### config.mk
export PLATFORM = sky130hd
export DESIGN_NAME = ffic_fault_flags
export DESIGN_NICKNAME = d
export VERILOG_FILES = /design/src/pkg/ffic_pkg.sv /design/src/design/ffic_fault_flags.sv
export SDC_FILE = /design/constraint.sdc
export NUM_CORES = 1
export LEC_CHECK = 0
export ABC_AREA = 1
export BUFFER_PORTS_ARGS = -buffer_cell sky130_fd_sc_hd__buf_2
export CAP_MARGIN = 30
export CORE_MARGIN = 2
export CORE_UTILIZATION = 42
export DETAILED_ROUTE_END_ITERATION = 10
export PLACE_DENSITY = 0.66
export SKIP_LAST_GASP = 1
export SYNTH_ARGS = -nofsm -noshare
export SYNTH_HDL_FRONTEND = slang
export SYNTH_SLANG_ARGS = --single-unit
export TNS_END_PERCENT = 50
### constraint.sdc
create_clock -name ref_clk -period 5 [get_ports ref_clk]
set_clock_uncertainty 0.2 [all_clocks]
set_input_delay 1 -clock ref_clk [delete_from_list [all_inputs] [get_ports ref_clk]]
set_output_delay 1 -clock ref_clk [all_outputs]
set_load 0.01 [all_outputs]
### src/pkg/ffic_pkg.sv
// ---------------------------------------------------------------------------
// Shared constants and types of the fault flag and serial command block
// ---------------------------------------------------------------------------
package ffic_pkg;

  // Clock rate and timing figures
  localparam int CLK_PERIOD_NS = 50;
  localparam int IRQ_PULSE_NS = 100_000;     // 100 us requested pulse
  localparam int IRQ_RELEASE_NS = 1_000_000; // 1.0 ms release after select falls
  // Pulse length rounds down as a longest time, never below one cycle
  localparam int IRQ_PULSE_CYC = (IRQ_PULSE_NS / CLK_PERIOD_NS < 1) ? 1 :
                                 IRQ_PULSE_NS / CLK_PERIOD_NS;
  localparam int IRQ_RELEASE_CYC = (IRQ_RELEASE_NS / CLK_PERIOD_NS < 1) ? 1 :
                                   IRQ_RELEASE_NS / CLK_PERIOD_NS;

  // Frame layout
  localparam int FRAME_BITS = 32;
  localparam logic [5:0] FRAME_BITS_CNT = 6'h20;

  // Register address codes, bits 31..25 of a command
  localparam logic [6:0] ADDR_SWITCH_STATUS = 7'h1F;
  localparam logic [6:0] ADDR_FAULT_FLAGS = 7'h21;
  localparam logic [6:0] ADDR_IRQ_PULSE_REQ = 7'h23;
  localparam logic [6:0] ADDR_SOFT_RESET_CMD = 7'h24;
  localparam logic [6:0] ADDR_LAST_VALID = 7'h24;

  // Return codes, bits 31..24 of a response
  localparam logic [7:0] RET_SWITCH_STATUS = 8'h3E;
  localparam logic [7:0] RET_FAULT_FLAGS = 8'h42;
  localparam logic [7:0] RET_IRQ_PULSE = 8'h47;

  // Field positions of the fault register and response
  localparam int BIT_FAULT_SUMMARY = 23;
  localparam int BIT_CHANGE_EVENT = 22;
  localparam int BIT_FRAME_ERROR = 10;
  localparam int BIT_CHECKSUM = 9;
  localparam int BIT_LOW_SUPPLY = 7;
  localparam int BIT_HIGH_SUPPLY = 6;
  localparam int BIT_THERMAL_WARN = 5;
  localparam int BIT_THERMAL_LIMIT = 4;
  localparam int BIT_IRQ_WAKE = 3;
  localparam int BIT_WAKE_PIN_WAKE = 2;
  localparam int BIT_SERIAL_WAKE = 1;
  localparam int BIT_POR = 0;

  // Reset value and implemented bits of the fault register
  localparam logic [23:0] FLAGS_RESET = 24'h400001;
  localparam logic [23:0] FLAGS_USED = 24'h4006FF;
  localparam logic [23:0] FAULT_BITS = 24'h0006FF;

  // Pins sampled from outside the clock domain
  typedef struct packed {
    logic sclk;
    logic cs_n;
    logic mosi;
    logic irq_in;
    logic wake_n;
    logic low_supply;
    logic high_supply;
    logic thermal_warn;
    logic thermal_limit;
    logic por_low;
    logic [21:0] sw;
  } ffic_pins_t;

  // Serial link states
  typedef enum logic [1:0] {
    LK_IDLE = 2'b01,
    LK_FRAME = 2'b10
  } ffic_link_t;

  // Kind of response word for the next frame
  typedef enum logic [3:0] {
    RK_ECHO = 4'b0001,
    RK_STATUS = 4'b0010,
    RK_FAULT = 4'b0100,
    RK_IRQ = 4'b1000
  } ffic_resp_t;

  // Whole state of the block
  typedef struct packed {
    ffic_pins_t s1;
    ffic_pins_t s2;
    ffic_pins_t s3;
    ffic_link_t link;
    logic [31:0] rx;
    logic [31:0] tx;
    logic [5:0] cnt;
    ffic_resp_t sent_kind;
    ffic_resp_t next_kind;
    logic [7:0] echo_code;
    logic [23:0] flags;
    logic irq_hold;
    logic irq_drive;
    logic rel_run;
    logic [15:0] rel_cnt;
    logic [15:0] pulse_cnt;
    logic soft_rst;
  } ffic_state_t;

endpackage : ffic_pkg

### src/design/ffic_fault_flags.sv
`timescale 1ns/10ps

// Summary of operation
// - Bit 22 sets on change, clears on read
// - Bit 10 frame error, cleared by clean read
// - Bit 9 checksum mismatch, read clears when gone
// - Bit 7 low supply, read clears when recovered
// - Bit 6 high supply, read clears when ended
// - Bit 5 thermal warning, read clears when cool
// - Bit 4 thermal limit, read clears when cool
// - Bit 3 irq pin wakeup, read clears
// - Bit 2 wake pin falling edge, read clears
// - Bit 1 serial wakeup, read clears
// - Bit 0 power-on reset, read clears when ended
// - Interrupt command drives fixed irq pulse
// - Interrupt command answer echoes code, zero data
// - Interrupt command never sets change flag
// - Reset command restores serial registers
// - Reset answer carries switch status word
// - Fault read answered during following frame
// - Frame is select low plus 32 clocks
// - Irq released fixed time after select falls
module ffic_fault_flags
  import ffic_pkg::*;
#(
  parameter int RELEASE_CYCLES = IRQ_RELEASE_CYC, // Irq release delay in cycles
  parameter int PULSE_CYCLES = IRQ_PULSE_CYC      // Requested irq pulse in cycles
) (
  // Clock and reset
  input wire logic ref_clk,
  input wire logic rst,
  // Serial port pins
  input wire logic sclk,
  input wire logic cs_n,
  input wire logic mosi,
  output logic miso,
  output logic miso_oe,
  // Open-drain interrupt pin
  input wire logic irq_in,
  output logic irq_o,
  output logic irq_oe,
  // Wake pin
  input wire logic wake_in_n,
  // Analog monitor conditions, asynchronous
  input wire logic low_supply_cond,
  input wire logic high_supply_cond,
  input wire logic thermal_warn_cond,
  input wire logic thermal_limit_cond,
  input wire logic por_low_cond,
  // Switch inputs, asynchronous
  input wire logic [21:0] switch_state,
  // Same-domain device status
  input wire logic low_power_state,
  input wire logic hash_mismatch,
  // Device side outputs
  output logic cfg_reset_pulse,
  output logic [23:0] fault_flags
);

  // -------------------------------------------------------------------------
  // Helpers
  // -------------------------------------------------------------------------

  // Builds the response word for the kind chosen by the previous frame
  function automatic logic [31:0] build_resp(input ffic_resp_t kind,
                                             input logic [7:0] echo,
                                             input logic [23:0] flags,
                                             input logic [21:0] sw);
    logic [1:0] semi;
    logic [31:0] w;
    semi = {|(flags & FAULT_BITS), flags[BIT_CHANGE_EVENT]};
    w = {echo, semi, 22'h000000};
    case (kind)
      RK_STATUS: begin
        w = {RET_SWITCH_STATUS, semi, sw};
      end
      RK_FAULT: begin
        w = {RET_FAULT_FLAGS, semi, flags[21:0] & FLAGS_USED[21:0]};
      end
      RK_IRQ: begin
        w = {RET_IRQ_PULSE, semi, 22'h000000};
      end
      default: begin
        w = {echo, semi, 22'h000000};
      end
    endcase
    return w;
  endfunction : build_resp

  // -------------------------------------------------------------------------
  // State
  // -------------------------------------------------------------------------

  ffic_state_t q; // Registered state
  ffic_state_t n; // Next state
  ffic_pins_t pins; // Raw asynchronous pins

  assign pins = '{sclk: sclk, cs_n: cs_n, mosi: mosi, irq_in: irq_in,
                  wake_n: wake_in_n, low_supply: low_supply_cond,
                  high_supply: high_supply_cond, thermal_warn: thermal_warn_cond,
                  thermal_limit: thermal_limit_cond, por_low: por_low_cond,
                  sw: switch_state};

  // -------------------------------------------------------------------------
  // Next-state logic
  // -------------------------------------------------------------------------

  // Edges are taken from the second and third stages only, never the first
  always_comb begin
    logic sclk_rise;
    logic sclk_fall;
    logic cs_fall;
    logic cs_rise;
    logic good_len;
    logic good_frame;
    logic frame_err;
    logic [6:0] addr;
    logic wr;
    logic [23:0] data;
    logic [23:0] set;
    logic [23:0] clr;
    logic new_event;
    logic persist;
    sclk_rise = 1'b0;
    sclk_fall = 1'b0;
    cs_fall = 1'b0;
    cs_rise = 1'b0;
    good_len = 1'b0;
    good_frame = 1'b0;
    frame_err = 1'b0;
    addr = 7'h00;
    wr = 1'b0;
    data = 24'h000000;
    set = 24'h000000;
    clr = 24'h000000;
    new_event = 1'b0;
    persist = 1'b0;
    n = q;

    // Two-stage synchroniser plus one history stage
    n.s1 = pins;
    n.s2 = q.s1;
    n.s3 = q.s2;
    n.soft_rst = 1'b0;

    sclk_rise = q.s2.sclk & ~q.s3.sclk;
    sclk_fall = ~q.s2.sclk & q.s3.sclk;
    cs_fall = ~q.s2.cs_n & q.s3.cs_n;
    cs_rise = q.s2.cs_n & ~q.s3.cs_n;

    // Serial link: a frame runs from select low to select high
    case (q.link)
      LK_IDLE: begin
        if (cs_fall) begin
          // Load the answer chosen by the previous frame
          n.link = LK_FRAME;
          n.cnt = 6'h00;
          n.tx = build_resp(q.next_kind, q.echo_code, q.flags, q.s2.sw);
          n.sent_kind = q.next_kind;
        end
      end
      LK_FRAME: begin
        if (cs_rise) begin
          n.link = LK_IDLE;
        end else begin
          if (sclk_rise) begin
            // Sample data in, count saturates so long frames stay bad
            n.rx = {q.rx[30:0], q.s2.mosi};
            if (q.cnt != 6'h3F) begin
              n.cnt = q.cnt + 6'h01;
            end
          end
          if (sclk_fall) begin
            n.tx = {q.tx[30:0], 1'b0};
          end
        end
      end
      default: begin
        n.link = LK_IDLE;
      end
    endcase

    // Frame end: check length and address, then decode the command
    addr = q.rx[31:25];
    wr = q.rx[24];
    data = q.rx[23:0];
    if ((q.link == LK_FRAME) && cs_rise) begin
      good_len = (q.cnt == FRAME_BITS_CNT);
      good_frame = good_len && (addr <= ADDR_LAST_VALID);
      frame_err = ~good_frame;
      n.next_kind = RK_ECHO;
      n.echo_code = q.rx[31:24];
      if (good_frame) begin
        if (addr == ADDR_SWITCH_STATUS && !wr) begin
          n.next_kind = RK_STATUS;
        end else if (addr == ADDR_FAULT_FLAGS && !wr) begin
          n.next_kind = RK_FAULT;
        end else if (addr == ADDR_IRQ_PULSE_REQ && wr && data == 24'h000000) begin
          // Fixed pulse; the command itself raises no flag
          n.next_kind = RK_IRQ;
          n.pulse_cnt = 16'(PULSE_CYCLES);
        end else if (addr == ADDR_SOFT_RESET_CMD && wr && data == 24'h000000) begin
          n.next_kind = RK_STATUS;
          n.soft_rst = 1'b1;
        end
      end
      // Reads clear only once their answer has been fully shifted out
      if (good_len && q.sent_kind == RK_FAULT) begin
        clr[BIT_CHANGE_EVENT] = 1'b1;
        clr[BIT_FRAME_ERROR] = 1'b1;
        clr[BIT_CHECKSUM] = ~hash_mismatch;
        clr[BIT_LOW_SUPPLY] = ~q.s2.low_supply;
        clr[BIT_HIGH_SUPPLY] = ~q.s2.high_supply;
        clr[BIT_THERMAL_WARN] = ~q.s2.thermal_warn;
        clr[BIT_THERMAL_LIMIT] = ~q.s2.thermal_limit;
        clr[BIT_IRQ_WAKE] = 1'b1;
        clr[BIT_WAKE_PIN_WAKE] = 1'b1;
        clr[BIT_SERIAL_WAKE] = 1'b1;
        clr[BIT_POR] = 1'b1;
      end else if (good_len && q.sent_kind == RK_STATUS) begin
        clr[BIT_CHANGE_EVENT] = 1'b1;
      end
    end

    // Flag set conditions
    set[BIT_FRAME_ERROR] = frame_err;
    set[BIT_CHECKSUM] = hash_mismatch;
    set[BIT_LOW_SUPPLY] = q.s2.low_supply;
    set[BIT_HIGH_SUPPLY] = q.s2.high_supply;
    set[BIT_THERMAL_WARN] = q.s2.thermal_warn;
    set[BIT_THERMAL_LIMIT] = q.s2.thermal_limit;
    // Our own drive would look like a wake edge, so it is excluded
    set[BIT_IRQ_WAKE] = low_power_state & ~q.irq_drive &
                        ~q.s2.irq_in & q.s3.irq_in;
    set[BIT_WAKE_PIN_WAKE] = ~q.s2.wake_n & q.s3.wake_n;
    set[BIT_SERIAL_WAKE] = low_power_state & cs_fall;
    set[BIT_POR] = q.s2.por_low;
    // Any switch change or newly raised fault is a change event
    new_event = (q.s2.sw != q.s3.sw) || ((set & ~q.flags & FAULT_BITS) != 24'h000000);
    set[BIT_CHANGE_EVENT] = new_event;

    // Set wins over clear; unused bits forced low
    n.flags = ((q.flags & ~clr) | set) & FLAGS_USED;

    // Interrupt hold: released a fixed time after select falls
    persist = q.s2.low_supply | q.s2.high_supply | q.s2.thermal_warn |
              q.s2.thermal_limit | hash_mismatch;
    if (cs_fall && q.irq_hold) begin
      n.rel_run = 1'b1;
      n.rel_cnt = 16'h0000;
    end else if (q.rel_run) begin
      if (q.rel_cnt == 16'(RELEASE_CYCLES - 1)) begin
        // Reassert at once if a cause is still present
        n.rel_run = 1'b0;
        n.irq_hold = persist;
      end else begin
        n.rel_cnt = q.rel_cnt + 16'h0001;
      end
    end
    if (new_event) begin
      n.irq_hold = 1'b1;
    end

    // Requested pulse counts down to zero
    if (q.pulse_cnt != 16'h0000 && n.pulse_cnt == q.pulse_cnt) begin
      n.pulse_cnt = q.pulse_cnt - 16'h0001;
    end
    n.irq_drive = n.irq_hold | (n.pulse_cnt != 16'h0000);
  end

  // -------------------------------------------------------------------------
  // State register
  // -------------------------------------------------------------------------

  // Synchronous reset; flags come up as after a power-on event
  always_ff @(posedge ref_clk) begin
    if (rst) begin
      q <= '0;
      q.s1.cs_n <= 1'b1;
      q.s2.cs_n <= 1'b1;
      q.s3.cs_n <= 1'b1;
      q.link <= LK_IDLE;
      q.sent_kind <= RK_ECHO;
      q.next_kind <= RK_STATUS;
      q.flags <= FLAGS_RESET;
    end else begin
      q <= n;
    end
  end

  // -------------------------------------------------------------------------
  // Outputs
  // -------------------------------------------------------------------------

  // Data out is the top of the shift register, driven only in a frame
  assign miso = q.tx[31];
  assign miso_oe = (q.link == LK_FRAME);
  // Open drain: only ever pulls low
  assign irq_o = 1'b0;
  assign irq_oe = q.irq_drive;
  assign cfg_reset_pulse = q.soft_rst;
  assign fault_flags = q.flags;

endmodule : ffic_fault_flags

Yosys cells after proc, flatten, opt, wreduce, memory -nomap -nowiden
Cells that the tools add are included.
{ "totals": {"word_cells": 170, "input_bits": 36, "regBits": 225} }
{ "op_classes": {"n_reduce_logical": 28, "n_mux": 40, "bitwise_logic": 35, "order_cmp": 1, "n_eq_ne": 22, "n_addsub": 3} }
{ "op_table": {"columns": ["operator", "n"], "rows": [
  ["17-bit two-way mux", 6],
  ["32-bit case mux with 3 select lines", 1],
  ["38-bit case mux with 2 select lines", 1],
  ["70-bit two-way mux", 1],
  ["32-bit two-way mux", 2],
  ["16-bit two-way mux", 3],
  ["42-bit two-way mux", 1],
  ["16-bit nonzero test", 2],
  ["24-bit zero test", 1],
  ["24-bit nonzero test", 1],
  ["23-bit bitwise AND", 1],
  ["23-bit NOT", 1],
  ["23-bit OR", 1],
  ["22-bit != test", 1],
  ["7-bit by 6-bit == test with 1-bit output, second input constant", 3],
  ["16-bit by 1-bit adder with 16-bit output, second input constant", 1],
  ["16-bit by 15-bit == test with 1-bit output, second input constant", 1],
  ["16-bit == test", 1],
  ["4-bit two-way mux", 4],
  ["8-bit two-way mux", 2],
  ["1-bit NOT", 16],
  ["16-bit by 1-bit subtractor with 16-bit output, second input constant", 1],
  ["1-bit logical AND", 12],
  ["6-bit two-way mux", 2],
  ["29 further kinds", 63]
]} }

Depth between registers and ports, before layout
Gate-level depths: netlist (run 1).
{ "depth": {"word_depth": 14, "depth_mapped": 16, "depth_no_buf": 16} }

Worst setup path before layout (run 1)
OpenSTA, ideal clock, no wires.
{ "synth_timing": {"path_type": "in2reg", "start": "in rst", "end": "reg q[143] (netlist name)", "required_ps": 4672, "setup_slack_ps": 2727, "setup_time_ps": 128, "arrival_ps": 1945, "stages": 6, "path_cell_list": "clkbuf_1 clkinv_1 clkbuf_1 clkbuf_1 o21ai_0 a21oi_1"} }
{ "synth_lines": {"columns": ["element", "line_no", "source"], "rows": [
  ["start: declaration", "ffic_fault_flags.sv:31", "input wire logic rst,"],
  ["end signal: assignment", "ffic_fault_flags.sv:287", "q <= n;"],
  ["end: declaration", "ffic_fault_flags.sv:94", "ffic_state_t q;"]
]} }

Worst setup path after layout (run 1)
{ "layout_timing": {"start": "reg q[147] (netlist name)", "end": "reg q[129] (netlist name)"} }
{ "layout_via": {"elab_chain_cells": 2} }
{ "layout_lines": {"columns": ["element", "line_no", "source"], "rows": [
  ["2-bit == test", "ffic_fault_flags.sv:152", "case (q.link)"],
  ["3-bit AND reduction (no source line)", null, null]
]} }
No other way between the ends.
A chain may end at the register's enable or synchronous reset.

==> results of run 1 <==
[final cells by class]
type / count / share of cell area (%)
Multi-Input combinational cell: 757 / 35.7
Tap cell: 280 / 3.36
Inverter: 199 / 7.18
Clock buffer: 33 / 6.76
Sequential cell: 225 / 43.2
Clock inverter: 9 / 1.21
Timing Repair Buffer: 52 / 2.57
[worst min-delay path, stage by stage (launching register included)]
cell     delay [ps]
dfxtp_1         290
inv_1            40
nor2_1           30
[metal layers]
metal | vias up | track usage, % | wire length (um)
met5 | - | 0 | 0
met4 | 0 | 4.54 | 453
met3 | 31 | 2.84 | 805
met2 | 131 | 26.1 | 8540
met1 | 3365 | 22.7 | 9590
li1 | 3960 | - | -
[power groups by stage]
stage | Clock, mW | Combinational (mW) | Sequential (mW)
floorplan | 0 | 0.639 | 1.99
global placement | 0 | 0.767 | 2.01
detailed placement | 0 | 0.775 | 2.01
finish | 1.84 | 0.779 | 1.97
CTS | 1.87 | 0.780 | 1.97
global route | 1.95 | 0.901 | 1.98
[synthesized netlist by cell type, drive strengths merged, types with 5 or more instances]
cell	instances
dfxtp	225
nor2	213
inv	198
nand2	137
a21oi	119
o21ai	110
nand3	43
clkbuf	34
buf	33
xor2	24
nor4	20
nor3	17
nand4	16
o22ai	8
xnor2	7
ha	5
[cell families (layout without fill, tap and decap cells)]
group | after synthesis | after routing | synth area share (%)
AO/OA/AOI/OAI | 253 | 253 | 14.5
XOR/XNOR | 31 | 31 | 2.92
adder cells (fa/ha/maj) | 5 | 5 | 0.674
buffers and inverters | 266 | 293 | 11.9
flip-flops | 225 | 225 | 48.5
other | 1 | 14 | 0.0404
AND/OR/NAND/NOR | 454 | 454 | 21.4
[state kept, by name, summed over array words and instances, names as in the netlist]
| register | count |
|---|---|
| miso | 1 |
| cfg_reset_pulse | 1 |
| fault_flags | 11 |
| q | 147 |
| n | 64 |
| irq_oe | 1 |
[through the flow]
step	utilization, %	power [mW]
global placement	44.1	2.78
detailed placement	44.1	2.78
CTS	47.9	4.62
floorplan	-	2.63
global route	47.9	4.84
finish	47.9	4.59
[worst max-delay path by stage]
stage | depth (start not counted) | slack, ps | end | from
2_1_floorplan | 6 | 2730 | q[143] | rst
3_3_place_gp | 9 | 2110 | q[138] | q[147]
3_5_place_dp | 9 | 2030 | q[115] | q[147]
4_1_cts | 9 | 2050 | q[129] | q[147]
5_1_grt | 9 | 1730 | q[115] | q[147]
6_report | 9 | 2080 | q[129] | q[147]
==> qor.csv, run 1 <==
metric,value,unit
R2R Setup Slk,2080,ps
Critical R2R Capture,q[129],
layout cells sized above 1,9.96,%
first-pass GRT wire length,32700,um
Max Root-Sink Buffers,3,
largest stage delay on the critical path,660,ps
share of the synthesized area in the top cell type,48.5,%
Post-Synthesis Cells,1235,
combinational group share of total power,17.0,%
die area,0.0233,mm^2
DP Area,0.00960,mm^2
die height,153,um
hold path depth,2,
"top cells by area, synth","dfxtp_1, nor2_1, inv_1, a21oi_1, o21ai_0",
most frequent cells in the layout,"dfxtp_1, nor2_1, inv_1, nand2_1, a21oi_1",
dpl ws,2030,ps
min Tclk post-route,2920,ps
Tcrit/Tclk final,58.4,%
final antenna-violating net count,0,
Final Max Tran Viols,0,
"Hold-fix buffers, CTS",0,
status,"complete, no violations",
crit path kind,register to register,
largest net degree at the start of global routing,89,
Layout Nets,1301,
Die X,153,um
RSZ-0062 raised after global routing,no,
Reg area,0.00450,mm^2
power per cell area,440,mW/mm^2
dpl cells,1513,
Antenna diodes,0,
Vias/cell,4.81,
Synth Register Bits,225,
Via Count,7487,
r2r worst-path depth,9,
max cap viols,0,
setup tns final,0,ps
CTS resizes,0,
Synth cell types,46,
"Setup Fix Bufs, Post-CTS",0,
Reg-to-Reg Start,q[147],
Internal,3.32,mW
Max-slew headroom,45.3,%
area of the multi-input gates,0.00373,mm^2
"critical path, cell by cell",inv_1 -> nor2_4 -> inv_2 -> nor2_4 -> inv_2 -> nor2_4 -> inv_2 -> o21ai_0 -> a21oi_1,
WHS Endpoint,n[176],
Hold WS,198,ps
gr usage total,16.3,%
kind of end point of the critical path,register,
Synth Cell Area,0.00929,mm^2
Worst IR Drop VDD,270,uV
DR DRC count,0,
H-tree levels,1,
Post-synth EDFFs,0,
CTS tree,yes,
total gr overflow,0,
Worst-Skew Late Latency,510,ps
FP Rows,54,
effective utilization at floorplan,42.7,%
core area,0.0218,mm^2
post-route cell area,0.0104,mm^2
final setup violation count,0,
Crit path required time,5200,ps
Top Family by Delay on Critical Path,simple AND/OR/NAND/NOR gates,
P_sw,1.27,mW
Clock Power Share,40.1,%
I/O Buffers,50,
Tightest Pin Transition,818,ps
initial antenna violation count,0,
Finished Layout Cells,1555,
fillers,2131,
"Seq/Total Area, Yosys",48.5,%
HP Start,n[208],
Worst Hold Class,register to register,
Final WS setup,2080,ps
Critical Path AT,3120,ps
total CTS buffers,25,
CP Launch Type,register,
Sw Ratio,27.6,%
Initial DRC Count,369,
CTS root buf,clkbuf_16,
vias in the first global route,6925,
"most common cell after layout, fill and taps aside",dfxtp_1,
Pre-antenna DRT Iters,5,
most area-hungry cell type in the Yosys netlist,dfxtp_1,
Avg Inst Size Synth,7.52,um^2
ys async rst share,0,%
IO Pins,65,
CP max stage cell,nor2_4,
Final Wtd Congestion,0.861,
Leak Pwr,4.57,nW
"Hold Vio Cnt, Final",0,
Post-synth top flop,dfxtp_1,
Area Overhead vs Synth,12.3,%
Clock Sinks,225,
Max Fclk,342,MHz
Detailed Place HPWL,13200,um
YS warnings,0,
Routed wire per std cell,12.5,um
worst-path fanout max,46,
"wirelength, routed",19400,um
CP Buf/Inv Count,4,
sequential power share,42.9,%
Clock transition at path regs,60,ps
Power figures use the tool's default switching activity.
==> run 2, diff against run 1 <==
--- a/config.mk
+++ b/config.mk
@@ -11,7 +11,7 @@
 export CORE_MARGIN = 2
 export CORE_UTILIZATION = 42
 export DETAILED_ROUTE_END_ITERATION = 10
-export PLACE_DENSITY = 0.66
+export PLACE_DENSITY = 0.68
 export SKIP_LAST_GASP = 1
 export SYNTH_ARGS = -nofsm -noshare
 export SYNTH_HDL_FRONTEND = slang
==> constraint.sdc (replaced) <==
create_clock -name ref_clk -period 2.45 [get_ports ref_clk]
set_clock_uncertainty 0.2 [all_clocks]
set_input_delay 0.49 -clock ref_clk [delete_from_list [all_inputs] [get_ports ref_clk]]
set_output_delay 0.49 -clock ref_clk [all_outputs]
set_load 0.01 [all_outputs]
==> qor.csv, run 2 (synthesis results as in run 1) <==
metric,value,unit,change
power per cell area,855,mW/mm^2,+94%
CTS root buf,clkbuf_16,,
initial antenna violation count,0,,unchanged
total gr overflow,0,,unchanged
RSZ-0062 raised after global routing,no,,
gr usage total,17.3,%,+1.0 points
Internal,6.69,mW,+100%
CTS tree,yes,,
crit path kind,register to register,,
final setup violation count,0,,unchanged
Sw Ratio,27.9,%,+0.23 points
Worst IR Drop VDD,881,uV,+230%
most frequent cells in the layout,"dfxtp_1, nor2_1, inv_1, nand2_1, a21oi_1",,
overall power after layout,9.27,mW,+100%
effective utilization at floorplan,42.7,%,unchanged
setup tns final,0,ps,unchanged
Clock Sinks,225,,unchanged
Clock transition at path regs,60,ps,about the same
"Setup Fix Bufs, Post-CTS",0,,unchanged
Critical Path AT,2400,ps,-720 ps
Largest register FFs,147,,unchanged
dpl cells,1529,,+1.1%
Final Max Tran Viols,0,,unchanged
Finished Layout Cells,1600,,+2.9%
Max Fclk,455,MHz,+33%
Worst-Skew Late Latency,500,ps,about the same
IO Pins,65,,unchanged
Via Count,7806,,+4.3%
max cap viols,0,,unchanged
Tightest Pin Transition,550,ps,-268 ps
kind of end point of the critical path,register,,
Initial DRC Count,531,,+44%
P_sw,2.58,mW,+100%
sequential power share,43.4,%,+0.5 points
Antenna diodes,0,,unchanged
DR DRC count,0,,unchanged
Leak Pwr,4.76,nW,+4.0%
core area,0.0218,mm^2,unchanged
Die X,153,um,unchanged
final antenna-violating net count,0,,unchanged
H-tree levels,1,,unchanged
FP Rows,54,,unchanged
Tcrit/Tclk final,89.6,%,+31 points
"Most flops, register",q,,
combinational group share of total power,17.9,%,+0.9 points
Pre-antenna DRT Iters,5,,unchanged
total CTS buffers,23,,-8.0%
worst-path fanout max,9,,-80%
Area Overhead vs Synth,16.8,%,
largest net degree at the start of global routing,118,,+33%
min Tclk post-route,2200,ps,-727 ps
die height,153,um,unchanged
vias in the first global route,7329,,+5.8%
Max-slew headroom,63.3,%,+18 points
Worst Hold Class,primary input to register,,
Final Wtd Congestion,0.885,,+2.9%
die area,0.0233,mm^2,unchanged
CP Launch Type,register,,
I/O Buffers,50,,unchanged
layout cells sized above 1,10.5,%,+0.57 points
"Hold Vio Cnt, Final",0,,unchanged
Routed wire per std cell,12.8,um,+2.5%
"most common cell after layout, fill and taps aside",dfxtp_1,,
Detailed Place HPWL,13800,um,+4.1%
Crit path required time,2660,ps,-2540 ps
"wirelength, routed",20400,um,+5.4%
Vias/cell,4.88,,+1.3%
Max Root-Sink Buffers,3,,unchanged
first-pass GRT wire length,34500,um,+5.5%
Clock Power Share,38.6,%,-1.5 points
Layout Nets,1347,,+3.5%
status,"complete, no violations",,
-- run 2: area by class of cell --
cell class | instances | area, um^2
repair buffers | 100 | 733
flip-flops and latches | 225 | 4500
fillers | 2120 | 10900
clock buffers | 32 | 659
multi-input cells | 757 | 3730
clock inverters | 7 | 119
well taps | 280 | 350
inverters | 199 | 749
-- run 2: power by group through the flow --
stage | Combinational, mW | Sequential, mW | Clock (mW)
after floorplan | 1.30 | 4.06 | 0
after global placement | 1.60 | 4.10 | 0
after detailed placement | 1.60 | 4.10 | 0
after CTS | 1.65 | 4.02 | 3.66
after global routing | 1.92 | 4.05 | 3.81
final | 1.66 | 4.03 | 3.58
-- run 2: worst paths after layout --
| path | startpoint | end | slack [ps] | cells past startpoint |
|---|---|---|---|---|
| min reg2reg | n[204] | n[172] | 200 | 2 |
| max reg2reg | q[76] | irq_oe | 250 | 15 |
| max | q[76] | irq_oe | 250 | 15 |
| min | low_power_state | fault_flags[1] | 80 | 3 |
-- run 2: stage by stage --
step | util (%) | hold WS [ps] | setup WS [ps] | instance area [um^2]
2_1_floorplan | - | 188 | 484 | 9340
3_3_place_gp | 44.8 | 191 | 321 | 9740
3_5_place_dp | 44.8 | 193 | 251 | 9740
4_1_cts | 49.8 | 59.8 | 235 | 10800
5_1_grt | 49.8 | 67.7 | 3.67 | 10800
6_report | 49.8 | 84.5 | 254 | 10800
-- run 2: worst max-delay path, cell delays in order (launching register included) --
cell,delay [ps]
dfxtp_1,340
inv_1,70
ha_1,140
nand3_1,110
nor3_4,190
nand2_2,120
nor2_4,160
nand3_4,150
nand2_4,130
inv_4,60
o21ai_1,70
nand2_1,60
nor2_1,100
nand3_1,80
nand2_1,70
inv_1,40
-- run 2: per-layer routing --
metal / GRT usage, % / vias up / part of all wire, %
li1: - / 4035 / -
met1: 23.3 / 3564 / 47
met2: 28.5 / 170 / 46
met3: 2.82 / 37 / 5.0
met4: 5.51 / 0 / 2.3
met5: 0 / - / 0
-- run 2: repair_timing --
item                                   in CTS  in global routing
hold buffers                               32                  0
endpoints found under the hold margin      32                  0
resized for setup                           0                  0
==> run 3, diff against run 2 <==
--- a/config.mk
+++ b/config.mk
@@ -9,9 +9,9 @@
 export BUFFER_PORTS_ARGS = -buffer_cell sky130_fd_sc_hd__buf_2
 export CAP_MARGIN = 30
 export CORE_MARGIN = 2
-export CORE_UTILIZATION = 42
+export CORE_UTILIZATION = 50
 export DETAILED_ROUTE_END_ITERATION = 10
-export PLACE_DENSITY = 0.68
+export PLACE_DENSITY = 0.75
 export SKIP_LAST_GASP = 1
 export SYNTH_ARGS = -nofsm -noshare
 export SYNTH_HDL_FRONTEND = slang
==> constraint.sdc (replaced) <==
create_clock -name ref_clk -period 2.4 [get_ports ref_clk]
set_clock_uncertainty 0.2 [all_clocks]
set_input_delay 0.48 -clock ref_clk [delete_from_list [all_inputs] [get_ports ref_clk]]
set_output_delay 0.48 -clock ref_clk [all_outputs]
set_load 0.01 [all_outputs]
==> qor.csv, run 3 (synthesis results as in run 1) <==
metric,value,unit,change
Critical Path AT,2430,ps,+30 ps
Vias/cell,5.11,,+4.8%
Via Count,7984,,+2.3%
power per cell area,888,mW/mm^2,+3.8%
Max-slew headroom,51.1,%,-12 points
CP Launch Type,register,,
"Most flops, register",q,,
kind of end point of the critical path,register,,
post-layout util,60.4,%,+11 points
Max Fclk,452,MHz,-0.78%
fillers,1512,,-29%
vias in the first global route,7436,,+1.5%
WHS Endpoint,fault_flags[1],,
first-pass GRT wire length,35100,um,+1.7%
status,"complete, no violations",,
DR DRC count,0,,unchanged
core area,0.0181,mm^2,-17%
"Hold Vio Cnt, Final",0,,unchanged
"critical path, cell by cell",inv_1 -> ha_1 -> nand3_2 -> nor3_4 -> nand2_2 -> nor2_4 -> buf_4 -> nand2_1 -> nand2_1 -> nand2_1 -> nand2_1 -> nand3_1 -> nor2_1 -> nand3_1 -> nand2_1 -> inv_1,,
largest stage delay on the critical path,350,ps,about the same
Hold WS,55.1,ps,-29.4 ps
Layout Nets,1357,,+0.74%
Final Max Tran Viols,0,,unchanged
total CTS buffers,23,,unchanged
worst-path fanout max,4,,-5
H-tree levels,1,,unchanged
die height,140,um,-8.1%
FP Rows,49,,-9.3%
Detailed Place HPWL,13700,um,-0.46%
RSZ-0062 raised after global routing,no,,
CTS root buf,clkbuf_16,,
R2R Setup Slk,190,ps,-70 ps
"most common cell after layout, fill and taps aside",dfxtp_1,,
Reg-to-Reg Start,q[77],,
Final Wtd Congestion,0.880,,-0.59%
largest net degree at the start of global routing,82,,-31%
"wirelength, routed",21000,um,+2.9%
crit-path most repeated cell,nand2_1,,
gr usage total,21.1,%,+3.8 points
hold path depth,3,,unchanged
Worst-Skew Late Latency,520,ps,+20 ps
effective utilization at floorplan,51.3,%,+8.7 points
Critical R2R Capture,irq_oe,,
Leak Pwr,4.85,nW,+2.0%
most frequent cells in the layout,"dfxtp_1, nor2_1, inv_1, nand2_1, a21oi_1",,
final antenna-violating net count,0,,unchanged
Crit path required time,2620,ps,-40 ps
min Tclk post-route,2210,ps,+17.2 ps
I/O Buffers,50,,unchanged
Antenna diodes,0,,unchanged
HP Start,low_power_state,,
max cap viols,0,,unchanged
Clock transition at path regs,60,ps,about the same
Tightest Pin Transition,734,ps,+184 ps
CP max stage cell,dfxtp_1,,
Largest register FFs,147,,unchanged
Die X,140,um,-8.1%
r2r worst-path depth,16,,+1
final setup violation count,0,,unchanged
Area Overhead vs Synth,17.6,%,
Max Root-Sink Buffers,3,,unchanged
total gr overflow,0,,unchanged
CTS tree,yes,,
Worst Hold Class,primary input to register,,
crit path kind,register to register,,
Clock Sinks,225,,unchanged
layout cells sized above 1,11.5,%,+0.95 points
Initial DRC Count,505,,-4.9%
IO Pins,65,,unchanged
die area,0.0197,mm^2,-16%
Pre-antenna DRT Iters,5,,unchanged
Worst IR Drop VDD,628,uV,-29%
initial antenna violation count,0,,unchanged
setup tns final,0,ps,unchanged
Routed wire per std cell,13.5,um,+5.4%
Tcrit/Tclk final,92.2,%,+2.6 points
[run 3: cell types whose count changed in the layout (fill, tap and decap cells not counted), sizes merged]
cell | previous run | this run
clkinvlp | 2 | 0
clkbuf | 32 | 33
clkinv | 2 | 4
bufinv | 3 | 4
buf | 68 | 78
inv | 199 | 200
[run 3: area by class of cell]
cell class / count / area, um^2 / share of cell area (%)
multi-input cells: 757 / 3730 / 34.2
well taps: 229 / 287 / 2.62
clock buffers: 33 / 673 / 6.17
clock inverters: 9 / 164 / 1.50
repair buffers: 110 / 808 / 7.40
inverters: 199 / 749 / 6.86
flip-flops and latches: 225 / 4500 / 41.3
[run 3: critical path, delay by kind of cell, from the launching register on]
family | cells | cell delay [ps]
buf+inv | 3 | 250
simple gates | 12 | 1170
fa+ha+maj | 1 | 160
flops | 1 | 350
[run 3: what timing repair did]
item,4_1_cts,5_1_grt
hold buffers,32,0
resized for setup,0,1
endpoints found under the setup margin,0,1
setup buffers,0,9
endpoints found under the hold margin,32,0
[run 3: worst max-delay path by stage]
stage	start	endpoint	slack, ps	depth (start not counted)
after global routing	q[76]	irq_oe	1	15
after floorplan	q[76]	irq_oe	430	15
after global placement	q[76]	irq_oe	310	15
after CTS	q[76]	irq_oe	220	15
final	q[77]	irq_oe	190	16
after detailed placement	q[76]	irq_oe	220	15
[run 3: through the flow]
step / total power, mW / std cells / setup slack, ps / area (um^2)
after floorplan: 5.48 / 1248 / 434 / 9340
after global routing: 10.2 / 1562 / 1.19 / 10900
after CTS: 9.75 / 1553 / 224 / 10800
final: 9.70 / 1562 / 187 / 10900
after global placement: 5.81 / 1479 / 310 / 9690
after detailed placement: 5.83 / 1479 / 216 / 9690
[run 3: routing by layer]
metal | track usage (%) | share of wire, % | routed length (um) | up-vias
li1 | - | - | - | 4065
met1 | 28.1 | 45 | 9570 | 3710
met2 | 35.6 | 48 | 10100 | 183
met3 | 3.56 | 4.8 | 1010 | 26
met4 | 5.64 | 1.8 | 386 | 0
met5 | 0 | 0 | 0 | -
[run 3: power breakdown]
group	leakage [nW]	total [mW]	switching [mW]	internal, mW
clock	0.413	3.86	1.47	2.39
combinational	2.60	1.72	1.08	0.640
sequential	1.84	4.11	0.154	3.96
total	4.85	9.70	2.71	6.99
